==> src/hdl/upf_defs.svh <==
// timing constants for the parallel fifo port host controller
`ifndef UPF_DEFS_SVH
`define UPF_DEFS_SVH

// ---------------------------------------------------------------
// clock and conversion
// ---------------------------------------------------------------
`define UPF_CLK_NS 8
`define UPF_CEIL_CYC(ns) (((ns) + `UPF_CLK_NS - 1) / `UPF_CLK_NS)

// ---------------------------------------------------------------
// pin timing in ns
// ---------------------------------------------------------------
`define UPF_RD_PULSE_NS 50
`define UPF_RD_PRECHG_NS 50
`define UPF_RX_INACT_NS 80
`define UPF_RD_GAP_NS (`UPF_RD_PRECHG_NS + `UPF_RX_INACT_NS)
`define UPF_WR_PULSE_NS 50
`define UPF_WR_PRECHG_NS 50

// ---------------------------------------------------------------
// cycle counts derived from the ns figures
// ---------------------------------------------------------------
`define UPF_RD_PULSE_CYC `UPF_CEIL_CYC(`UPF_RD_PULSE_NS)
`define UPF_RD_GAP_CYC `UPF_CEIL_CYC(`UPF_RD_GAP_NS)
`define UPF_WR_PULSE_CYC `UPF_CEIL_CYC(`UPF_WR_PULSE_NS)
`define UPF_WR_GAP_CYC `UPF_CEIL_CYC(`UPF_WR_PRECHG_NS)

// ---------------------------------------------------------------
// widths and reset values
// ---------------------------------------------------------------
`define UPF_DATA_W 8
`define UPF_CNT_W 5
`define UPF_FIFO_DEPTH 32
`define UPF_CNT_ZERO 5'h00
`define UPF_CNT_MAX 5'h1f
`define UPF_BYTE_ZERO 8'h00

`endif

==> src/hdl/upf_pkg.sv <==
// types shared by the parallel fifo port host controller
package upf_pkg;
   typedef enum logic [2:0] {
      ST_IDLE,
      ST_WR_PULSE,
      ST_WR_RECOV,
      ST_RD_PULSE,
      ST_RD_RECOV
   } upf_state_e;
endpackage : upf_pkg

==> src/hdl/upf_fifo.sv <==
// synchronous fifo with valid/ready on both sides
`timescale 1ns/1ps
module upf_fifo #(
   parameter int WIDTH = 8,
   parameter int DEPTH = 32
) (
   input wire logic core_clk, // clock
   input wire logic rst_n, // async reset, active low
   input wire logic [WIDTH-1:0] inData, // write data
   input wire logic inValid, // write request
   output logic inReady, // space available
   output logic [WIDTH-1:0] outData, // head data
   output logic outValid, // data available
   input wire logic outReady // pop request
);
   localparam int AW = $clog2(DEPTH);

   logic [WIDTH-1:0] mem_ff [DEPTH];
   logic [AW-1:0] wrPtr_ff;
   logic [AW-1:0] rdPtr_ff;
   logic [AW:0] count_ff;
   wire push = inValid && inReady;
   wire pop = outValid && outReady;

   assign inReady = (count_ff != (AW+1)'(DEPTH));
   assign outValid = (count_ff != '0);
   assign outData = mem_ff[rdPtr_ff];

   // ---------------------------------------------------------------
   // storage
   // ---------------------------------------------------------------
   genvar gi;
   generate
      for (gi = 0; gi < DEPTH; gi++) begin : g_word
         always_ff @(posedge core_clk or negedge rst_n) begin
            if (!rst_n)
               mem_ff[gi] <= '0;
            else if (push && wrPtr_ff == AW'(gi))
               mem_ff[gi] <= inData;
         end
      end
   endgenerate

   // ---------------------------------------------------------------
   // pointers
   // ---------------------------------------------------------------
   always_ff @(posedge core_clk or negedge rst_n) begin
      if (!rst_n) begin
         wrPtr_ff <= '0;
         rdPtr_ff <= '0;
         count_ff <= '0;
      end else begin
         if (push)
            wrPtr_ff <= (wrPtr_ff == AW'(DEPTH-1)) ? '0 : wrPtr_ff + 1'b1;
         if (pop)
            rdPtr_ff <= (rdPtr_ff == AW'(DEPTH-1)) ? '0 : rdPtr_ff + 1'b1;
         if (push && !pop)
            count_ff <= count_ff + 1'b1;
         else if (pop && !push)
            count_ff <= count_ff - 1'b1;
      end
   end
endmodule // upf_fifo

==> src/hdl/upf_host_ctrl.sv <==
// host controller driving the byte-wide parallel fifo port
// What this block does
// - write only while tx_not_ready_n low
// - read only while rx flag low and rxValid low, alternating with pending writes
// - read strobe at least 50 ns, gap at least 50+80 ns
// - write strobe high at least 50 ns
// - write strobes at least 50 ns apart
`timescale 1ns/1ps
`include "upf_defs.svh"
module upf_host_ctrl
   import upf_pkg::*;
#(
   parameter int DATA_W = `UPF_DATA_W,
   parameter int FIFO_DEPTH = `UPF_FIFO_DEPTH,
   parameter int RD_PULSE_CYC = `UPF_RD_PULSE_CYC,
   parameter int RD_GAP_CYC = `UPF_RD_GAP_CYC,
   parameter int WR_PULSE_CYC = `UPF_WR_PULSE_CYC,
   parameter int WR_GAP_CYC = `UPF_WR_GAP_CYC
) (
   input wire logic core_clk, // clock, 125 MHz
   input wire logic rst_n, // async reset, active low
   input wire logic [DATA_W-1:0] txData, // byte to send
   input wire logic txValid, // byte to send valid
   output logic txReady, // fifo can take byte
   output logic [DATA_W-1:0] rxData, // received byte
   output logic rxValid, // received byte valid
   input wire logic rxReady, // user takes byte
   input wire logic [DATA_W-1:0] busIn, // data pins in
   output logic [DATA_W-1:0] busOut, // data pins out
   output logic busOe_n, // data drive, low drives
   output logic rdPin_n, // read strobe, active low
   output logic wrPin, // write strobe, falls to latch
   input wire logic tx_not_ready_n, // high: no write
   input wire logic rx_data_avail_n // low: byte waiting
);
   localparam int CW = `UPF_CNT_W;

   upf_state_e state_ff, nxt_state;
   logic [CW-1:0] cnt_ff, nxt_cnt;
   logic lastRead_ff;
   logic [DATA_W-1:0] busOut_ff;
   logic busOe_n_ff, rdPin_n_ff, wrPin_ff;
   logic [DATA_W-1:0] rxData_ff;
   logic rxValid_ff;
   logic fifoValid;
   logic [DATA_W-1:0] fifoData;

   // ---------------------------------------------------------------
   // transmit buffer
   // ---------------------------------------------------------------
   wire idle = (state_ff == ST_IDLE);
   wire canWrite = fifoValid && !tx_not_ready_n;
   wire canRead = !rx_data_avail_n && !rxValid_ff;
   wire pickRead = canRead && (!canWrite || !lastRead_ff);
   wire startWr = idle && !pickRead && canWrite;
   wire startRd = idle && pickRead;
   wire cntDone = (cnt_ff == `UPF_CNT_ZERO);
   wire rdCapture = (state_ff == ST_RD_PULSE) && cntDone;

   upf_fifo #(
      .WIDTH(DATA_W),
      .DEPTH(FIFO_DEPTH)
   ) u_txFifo (
      .core_clk(core_clk),
      .rst_n(rst_n),
      .inData(txData),
      .inValid(txValid),
      .inReady(txReady),
      .outData(fifoData),
      .outValid(fifoValid),
      .outReady(startWr)
   );

   // ---------------------------------------------------------------
   // strobe sequencer
   // ---------------------------------------------------------------
   always_comb begin
      nxt_state = state_ff;
      nxt_cnt = cntDone ? cnt_ff : cnt_ff - 1'b1;
      case (state_ff)
         ST_IDLE: begin
            if (startRd) begin
               nxt_state = ST_RD_PULSE;
               nxt_cnt = CW'(RD_PULSE_CYC - 1);
            end else if (startWr) begin
               nxt_state = ST_WR_PULSE;
               nxt_cnt = CW'(WR_PULSE_CYC - 1);
            end
         end
         ST_WR_PULSE: begin
            if (cntDone) begin
               nxt_state = ST_WR_RECOV;
               nxt_cnt = CW'(WR_GAP_CYC - 1);
            end
         end
         ST_WR_RECOV: begin
            if (cntDone)
               nxt_state = ST_IDLE;
         end
         ST_RD_PULSE: begin
            if (cntDone) begin
               nxt_state = ST_RD_RECOV;
               nxt_cnt = CW'(RD_GAP_CYC - 1);
            end
         end
         ST_RD_RECOV: begin
            if (cntDone)
               nxt_state = ST_IDLE;
         end
         default: begin
            nxt_state = ST_IDLE;
            nxt_cnt = `UPF_CNT_ZERO;
         end
      endcase
   end

   // drive bus through the pulse and one hold cycle after the fall
   wire nxtWr = (nxt_state == ST_WR_PULSE);
   wire nxtDrive = nxtWr || (state_ff == ST_WR_PULSE);
   wire nxtRd = (nxt_state == ST_RD_PULSE);

   always_ff @(posedge core_clk or negedge rst_n) begin
      if (!rst_n) begin
         state_ff <= ST_IDLE;
         cnt_ff <= `UPF_CNT_ZERO;
      end else begin
         state_ff <= nxt_state;
         cnt_ff <= nxt_cnt;
      end
   end

   always_ff @(posedge core_clk or negedge rst_n) begin
      if (!rst_n) begin
         wrPin_ff <= 1'b0;
         rdPin_n_ff <= 1'b1;
         busOe_n_ff <= 1'b1;
      end else begin
         wrPin_ff <= nxtWr;
         rdPin_n_ff <= !nxtRd;
         busOe_n_ff <= !nxtDrive;
      end
   end

   always_ff @(posedge core_clk or negedge rst_n) begin
      if (!rst_n) begin
         busOut_ff <= `UPF_BYTE_ZERO;
         lastRead_ff <= 1'b0;
      end else begin
         if (startWr)
            busOut_ff <= fifoData;
         if (idle && (startRd || startWr))
            lastRead_ff <= startRd;
      end
   end

   // ---------------------------------------------------------------
   // receive holding register
   // ---------------------------------------------------------------
   always_ff @(posedge core_clk or negedge rst_n) begin
      if (!rst_n) begin
         rxData_ff <= `UPF_BYTE_ZERO;
         rxValid_ff <= 1'b0;
      end else begin
         if (rdCapture)
            rxData_ff <= busIn;
         if (rdCapture)
            rxValid_ff <= 1'b1;
         else if (rxReady)
            rxValid_ff <= 1'b0;
      end
   end

   assign busOut = busOut_ff;
   assign busOe_n = busOe_n_ff;
   assign rdPin_n = rdPin_n_ff;
   assign wrPin = wrPin_ff;
   assign rxData = rxData_ff;
   assign rxValid = rxValid_ff;

   // ---------------------------------------------------------------
   // checks
   // ---------------------------------------------------------------
   logic [CW-1:0] rdHighCnt_ff;
   always_ff @(posedge core_clk or negedge rst_n) begin
      if (!rst_n)
         rdHighCnt_ff <= `UPF_CNT_MAX;
      else if (!rdPin_n_ff)
         rdHighCnt_ff <= `UPF_CNT_ZERO;
      else if (rdHighCnt_ff != `UPF_CNT_MAX)
         rdHighCnt_ff <= rdHighCnt_ff + 1'b1;
   end
endmodule // upf_host_ctrl

==> config.mk <==
export PLATFORM = sky130hd
export DESIGN_NAME = upf_host_ctrl
export DESIGN_NICKNAME = d
export VERILOG_FILES = /design/src/hdl/upf_pkg.sv /design/src/hdl/upf_fifo.sv /design/src/hdl/upf_host_ctrl.sv
export VERILOG_INCLUDE_DIRS = /design/src /design/src/hdl
export SDC_FILE = /design/constraint.sdc
export NUM_CORES = 1
export LEC_CHECK = 0
export BUFFER_PORTS_ARGS = -buffer_cell sky130_fd_sc_hd__buf_2
export CAP_MARGIN = 0
export CELL_PAD_IN_SITES_DETAIL_PLACEMENT = 1
export CELL_PAD_IN_SITES_GLOBAL_PLACEMENT = 1
export CORE_ASPECT_RATIO = 1.75
export CORE_MARGIN = 1.5
export CORE_UTILIZATION = 50
export CTS_BUF_LIST = sky130_fd_sc_hd__clkbuf_8
export CTS_CLUSTER_SIZE = 30
export DETAILED_ROUTE_END_ITERATION = 12
export GPL_TIMING_DRIVEN = 1
export PLACE_DENSITY = 0.86
export SLEW_MARGIN = 30
export SYNTH_ARGS = -nofsm -noshare
export SYNTH_HDL_FRONTEND = slang
export SYNTH_SLANG_ARGS = --single-unit
==> constraint.sdc <==
create_clock -name core_clk -period 7.55 [get_ports core_clk]
set_input_delay 1.1325 -clock core_clk [delete_from_list [all_inputs] [get_ports core_clk]]
set_output_delay 1.1325 -clock core_clk [all_outputs]
set_load 0.02 [all_outputs]
==> run_results.csv, run 1 <==
group,metric,value,unit
outcome,outcome,"finished clean",
power,total_power,5.94,mW
synth,synth_edf_count,0,
synth,yosysMostFrequentCell,"dfrtp_1",
clock_tree,clkTransAtPathRegs,70,ps
clock_tree,post_cts_buffers,0,
global_routing,gr-total-overflow,0,
floorplanning,fp.dieW,130,µm
synth,ys_top_cells_by_count,"dfrtp_1, mux2_1, mux4_2, clkbuf_1, mux2i_1",
setup_path,path_class,"reg2reg",
setup_path,crit_required,8050,ps
final_layout,syn_to_final_growth,9.92,%
detailed_routing,vias_per_cell,6.06,
timing,final.setup_skew,32.1,ps
timing,hold_violations,0,
timing,finalSetupTns,0,ps
detailed_routing,vias,8620,
clock_tree,insertion_delay,590,ps
global_routing,grt_pass1_vias,9696,
global_routing,grtUsageTotal,26.2,%
setup_path,crit_family,"simple AND/OR/NAND/NOR gates",
synth,syn_inst,982,
synth,seq_area_frac_synth,53.4,%
synth,async_reset_ff_share,100,%
setup_path,cp-start-kind,"flop",
global_routing,grt_pass1_wl,57.1,mm
synth,netlist.area_leader.share,53.1,%
synth,synth_area_per_cell,14.4,µm²
timing,fin_crit_sh,46.6,%
detailed_routing,firstDrtPassIters,4,
floorplanning,die_h,225,µm
synth,netlist_area,14100,µm²
detailed_routing,drc,0,
worst_hold_path,hp-class,"reg2reg",
setup_path,worstSetupEndpointType,"flop",
setup_path,timing.critical_path.mode_cell,"ha_1",
floorplanning,initial_core_util,50.6,%
timing,fin_crit,3520,ps
placement,place.gp.congestion,0.835,
synth,synth_seq_cells,301,
timing,drv_slew,0,
detailed_routing,ant_nets,0,
timing,fin_ws,4030,ps
clock_tree,cts_resized,0,
setup_path,crit_buf_inv,2,
timing,fmax,284,MHz
placement,dpl_cell_area,14500,µm²
setup_path,slowest_stage,"or4_1",
clock_tree,cts_tree,"done",
power,p_seq_share,44.9,%
timing,setup_viol,0,
final_layout,drive_gt1_share,21.4,%
final_layout,design_area,15500,µm²
clock_tree,h-tree-depth,2,
clock_tree,root_buffer,"clkbuf_8",
power,p_sw,2.03,mW
setup_path,crit_chain,"nor4_2, a31oi_1, o311ai_4, buf_4, ha_1, inv_1, ha_1, a21o_1, a21oi_1, or4_1, nand4_1, xnor2_1",
final_layout,nNetsFinal,1054,
synth,synth_top_area_cell,"dfrtp_1",
placement,port_buffers,42,
final_layout,final_util,55.6,%
power,intPower,3.91,mW
synth,synthesis.nets,1020,
clock_tree,numClockSinks,301,
synth,synth_cell_types,60,
power,leakage,7.32,nW
setup_path,slowest_delay,490,ps
power,p_sw_share,34.2,%
timing,max_slew_margin,40.0,%
detailed_routing,drt-initial-drc-count,390,
floorplanning,rows,81,
clock_tree,clk_path_buf_depth,3,
power,clkPwrFrac,23.3,%
global_routing,antenna_found_initial,1,
global_routing,grt_max_degree,135,
synth,ys.flop_type,"dfrtp_1",
clock_tree,hold_buffers,0,
power,pwr-share-comb,31.8,%
setup_path,crit_fanout,31,
placement,place_hpwl,23.9,mm
final_layout,fillCellCount,2708,
synth,yosysWarnings,0,
floorplanning,boundaryPins,43,
detailed_routing,routed_wl,35.9,mm
detailed_routing,post_drt_wl_per_cell,25.2,µm
run,cap_violations,0,
power,cellPowerDensity,383,nW/µm²
placement,place_ws,3600,ps
floorplanning,core_area,27900,µm²
timing,tightest_slew,900,ps
timing,rsz0062_at_grt,"no",
power,vdd_drop_max,0.175,mV
synth,synth.area.top_cells,"dfrtp_1, mux2_1, mux4_2",
setup_path,crit_arrival,4020,ps
clock_tree,numCtsBuffers,44,
floorplanning,dieArea,29300,µm²
per-layer routing:
layer | vias to the layer above | track usage, % | wire length [µm]
li1 | 3726 | - | -
met5 | - | 0 | 12
met2 | 222 | 46.7 | 19100
met3 | 101 | 3.56 | 1360
met1 | 4569 | 29.9 | 13300
met4 | 2 | 14.3 | 2050
cell type report:
cell class	count	area [µm²]	share of cell area, %
Clock buffer	61	840	5.42
Clock inverter	18	105	0.678
Tap cell	373	467	3.01
Inverter	17	63.8	0.412
Antenna cell	1	2.50	0.0161
Multi-Input combinational cell	602	6190	39.9
Sequential cell	301	7540	48.7
Timing Repair Buffer	50	293	1.89
worst reg2reg max path, delay by kind of cell, from the launching register on:
| kind | cells | cell delay (ps) |
|---|---|---|
| compound gates | 4 | 710 |
| flops | 1 | 440 |
| buf+inv | 2 | 550 |
| simple gates | 3 | 1000 |
| xor+xnor | 1 | 120 |
| fa+ha+maj | 2 | 640 |
placed cells by master, fill, tap and decap left out, types with 6 or more instances in the layout:
master and count:
dfrtp_1 297, inv_1 25, clkbuf_8 61, nor3_1 17, a211o_1 7, mux4_1 7
a221oi_1 18, o21ai_0 20, mux2_1 247, buf_4 7, a21oi_1 15, buf_2 41
nor4_1 12, mux4_2 41, nor2_2 23, nand2b_1 12, mux2_2 21, nand3_1 9
nor2_1 13, ha_1 15, nand2_1 24, mux2i_1 34, o22ai_1 6
power groups by stage:
stage | Combinational [mW] | Sequential, mW | Clock [mW]
after global routing | 2.05 | 2.75 | 1.48
after floorplan | 1.48 | 2.50 | 0
after CTS | 1.91 | 2.67 | 1.41
after detailed placement | 1.89 | 2.69 | 0
after global placement | 1.80 | 2.62 | 0
final | 1.89 | 2.67 | 1.38
kinds of logic (layout without fill, tap and decap cells):
logic type | after synthesis | in the layout | synth area share, %
adders and majority gates | 16 | 16 | 1.47
and+or+nand+nor | 139 | 139 | 5.64
other | 0 | 1 | 0
xor gates and xnor gates | 7 | 7 | 0.435
buffers and inverters | 79 | 146 | 2.80
muxes | 350 | 350 | 31.7
DFF | 301 | 301 | 53.4
AOI/OAI and AO/OA | 90 | 90 | 4.53
registers in the layout (all words and copies together) (netlist names):
name / cells
cnt_ff: 5
wrPin: 1
busOe_n: 1
rxValid: 1
u_txFifo.wrPtr_ff: 5
state_ff: 3
u_txFifo.mem_ff: 256
rxData: 8
busOut: 8
rdPin_n: 1
u_txFifo.rdPtr_ff: 5
u_txFifo.count_ff: 6
lastRead_ff: 1
final timing paths:
path | start | end | slack [ps] | depth (start not counted)
max | u_txFifo.count_ff[0] | u_txFifo.count_ff[5] | 4030 | 12
min in group asynchronous | rst_n | u_txFifo.mem_ff[179] | 620 | 1
min reg2reg | u_txFifo.mem_ff[92] | u_txFifo.mem_ff[92] | 480 | 1
max in group asynchronous | rst_n | u_txFifo.rdPtr_ff[0] | 5590 | 2
min | u_txFifo.mem_ff[92] | u_txFifo.mem_ff[92] | 480 | 1
max reg2reg | u_txFifo.count_ff[0] | u_txFifo.count_ff[5] | 4030 | 12
metrics by stage:
| stage | std cells | hold WS [ps] |
|---|---|---|
| global placement | 1343 | 459 |
| CTS | 1422 | 486 |
| detailed placement | 1343 | 471 |
| global route | 1422 | 501 |
| finish | 1423 | 484 |
| floorplan | 982 | 449 |
(Power assumes the default switching activity.)
==> run 2, diff against run 1 <==
==> constraint.sdc (replaced) <==
create_clock -name core_clk -period 3.46 [get_ports core_clk]
set_input_delay 0.519 -clock core_clk [delete_from_list [all_inputs] [get_ports core_clk]]
set_output_delay 0.519 -clock core_clk [all_outputs]
set_load 0.02 [all_outputs]
==> run 2 against run 1 <==
- core utilization is 0.23 points higher
- combinational power is 130% higher
- flip-flop and latch count stayed put
- routed wire length is 0.34% lower
- count of clock-buffer cells in the layout is 6 lower
- critical path type unchanged
- critical endpoint unchanged
- highest routed layer unchanged
==> run_results.csv, run 2 (synthesis gave the netlist of run 1 again) <==
group,metric,value,unit
timing,finalSetupTns,0,ps
power,vdd_drop_max,0.331,mV
global_routing,met1_usage,28.2,%
timing,tightest_slew,931,ps
timing,max_slew_margin,37.8,%
timing,fin_crit,3240,ps
detailed_routing,firstDrtPassIters,4,
power,clkPwrFrac,22.6,%
final_layout,drive_gt1_share,21.5,%
worst_hold_path,hp-class,"in2reg",
timing,fin_crit_sh,93.6,%
floorplanning,dieArea,29300,µm²
clock_tree,post_cts_buffers,0,
timing,setup_viol,0,
detailed_routing,drt-initial-drc-count,479,
setup_path,crit_required,3930,ps
timing,hold_violations,0,
power,p_seq_share,44.4,%
placement,port_buffers,42,
power,p_sw,4.46,mW
clock_tree,clkTransAtPathRegs,70,ps
global_routing,grt-busiest-layer,"met2",
setup_path,crit_arrival,3710,ps
detailed_routing,vias_per_cell,6.04,
setup_path,path_class,"reg2reg",
timing,fmax,309,MHz
global_routing,grtUsageTotal,25.8,%
worst_hold_path,min_delay_path_depth,2,
clock_tree,clk_path_buf_depth,3,
setup_path,reg2reg_depth,10,
setup_path,worstSetupEndpointType,"flop",
floorplanning,fp.dieW,130,µm
detailed_routing,ant_nets,0,
final_layout,final_common_cell,"dfrtp_1",
final_layout,mostFrequentLayoutCells,"dfrtp_1, mux2_1, clkbuf_8",
setup_path,crit_fanout,12,
clock_tree,numCtsBuffers,44,
global_routing,grt_pass1_vias,9763,
floorplanning,die_h,225,µm
run,cap_violations,0,
detailed_routing,drc,0,
global_routing,grt_pass1_wl,56.7,mm
power,cellPowerDensity,834,nW/µm²
placement,place_hpwl,23.9,mm
floorplanning,initial_core_util,50.6,%
floorplanning,core_area,27900,µm²
clock_tree,h-tree-depth,2,
global_routing,gr-total-overflow,0,
detailed_routing,vias,8642,
final_layout,syn_to_final_growth,10.4,%
clock_tree,root_buffer,"clkbuf_8",
timing,drv_slew,0,
timing,rsz0062_at_grt,"no",
global_routing,grt_max_degree,97,
power,p_sw_share,34.4,%
final_layout,top_register,"u_txFifo.mem_ff",
floorplanning,boundaryPins,43,
floorplanning,rows,81,
timing,final.setup_skew,31.6,ps
setup_path,cp-start-kind,"flop",
global_routing,use_met3,4.08,%
final_layout,fillCellCount,2677,
detailed_routing,routed_wl,35.7,mm
final_layout,design_area,15600,µm²
power,pwr-share-comb,32.9,%
placement,place.gp.congestion,0.840,
power,leakage,7.36,nW
placement,dpl_cell_area,14600,µm²
clock_tree,insertion_delay,590,ps
power,intPower,8.52,mW
clock_tree,cts_tree,"done",
outcome,outcome,"finished clean",
final_layout,largest_reg_flops,256,
detailed_routing,post_drt_wl_per_cell,25.0,µm
clock_tree,numClockSinks,301,
global_routing,gr-usage-met2,47.8,%
final_layout,nNetsFinal,1062,
global_routing,antenna_found_initial,2,
[run 2: worst max-delay path: stages, from the launching register on]
cell	delay [ps]
dfrtp_1	500
nor3_1	680
o311ai_4	220
ha_1	320
inv_1	190
ha_1	270
a21o_1	160
a21oi_1	300
or4_1	190
nand4_1	130
xnor2_1	150
[run 2: path summary, 6_finish.rpt]
check	from	end	slack, ps
setup / recovery	state_ff[1]	u_txFifo.count_ff[5]	220
hold / removal	rxReady	rxValid	110
setup reg to reg	state_ff[1]	u_txFifo.count_ff[5]	220
hold reg to reg	u_txFifo.mem_ff[187]	u_txFifo.mem_ff[187]	480
max in group asynchronous	rst_n	u_txFifo.mem_ff[254]	1960
min in group asynchronous	rst_n	u_txFifo.mem_ff[181]	550
[run 2: cell type report]
type | count | area (µm²) | share of cell area (%)
Antenna cell | 2 | 5.00 | 0.0322
Clock buffer | 55 | 757 | 4.86
Clock inverter | 22 | 143 | 0.917
Inverter | 17 | 63.8 | 0.410
Multi-Input combinational cell | 602 | 6190 | 39.8
Sequential cell | 301 | 7540 | 48.5
Tap cell | 373 | 467 | 3.00
Timing Repair Buffer | 58 | 393 | 2.52
[run 2: timing repair]
action	in CTS	in global routing
setup endpoints to repair	0	1
resized for setup	0	1
hold endpoints to repair	56	0
hold buffers	1	0
[run 2: power groups by stage]
| stage | Clock [mW] | Sequential (mW) | Combinational [mW] |
|---|---|---|---|
| after floorplan | 0 | 5.46 | 3.23 |
| after global placement | 0 | 5.64 | 4.07 |
| after detailed placement | 0 | 5.79 | 4.27 |
| after CTS | 3.01 | 5.75 | 4.32 |
| after global routing | 3.15 | 5.92 | 4.63 |
| final | 2.94 | 5.77 | 4.28 |
[run 2: metrics by stage]
| stage | utilization (%) | total power, mW | setup WS, ps | hold slack, ps | cells |
|---|---|---|---|---|---|
| floorplan | - | 8.69 | 425 | 223 | 982 |
| global placement | 52.5 | 9.72 | 451 | 459 | 1350 |
| detailed placement | 52.5 | 10.1 | 284 | 468 | 1350 |
| CTS | 55.8 | 13.1 | 258 | 85.1 | 1428 |
| global route | 55.8 | 13.7 | 11.1 | 97.6 | 1429 |
| finish | 55.8 | 13.0 | 221 | 107 | 1430 |
[run 2: per-layer routing]
metal / wire length, µm / up-vias / share of wire [%]
li1: - / 3734 / -
met1: 13000 / 4608 / 36
met2: 19700 / 198 / 55
met3: 1280 / 100 / 3.6
met4: 1760 / 2 / 4.9
met5: 11 / - / 0.031
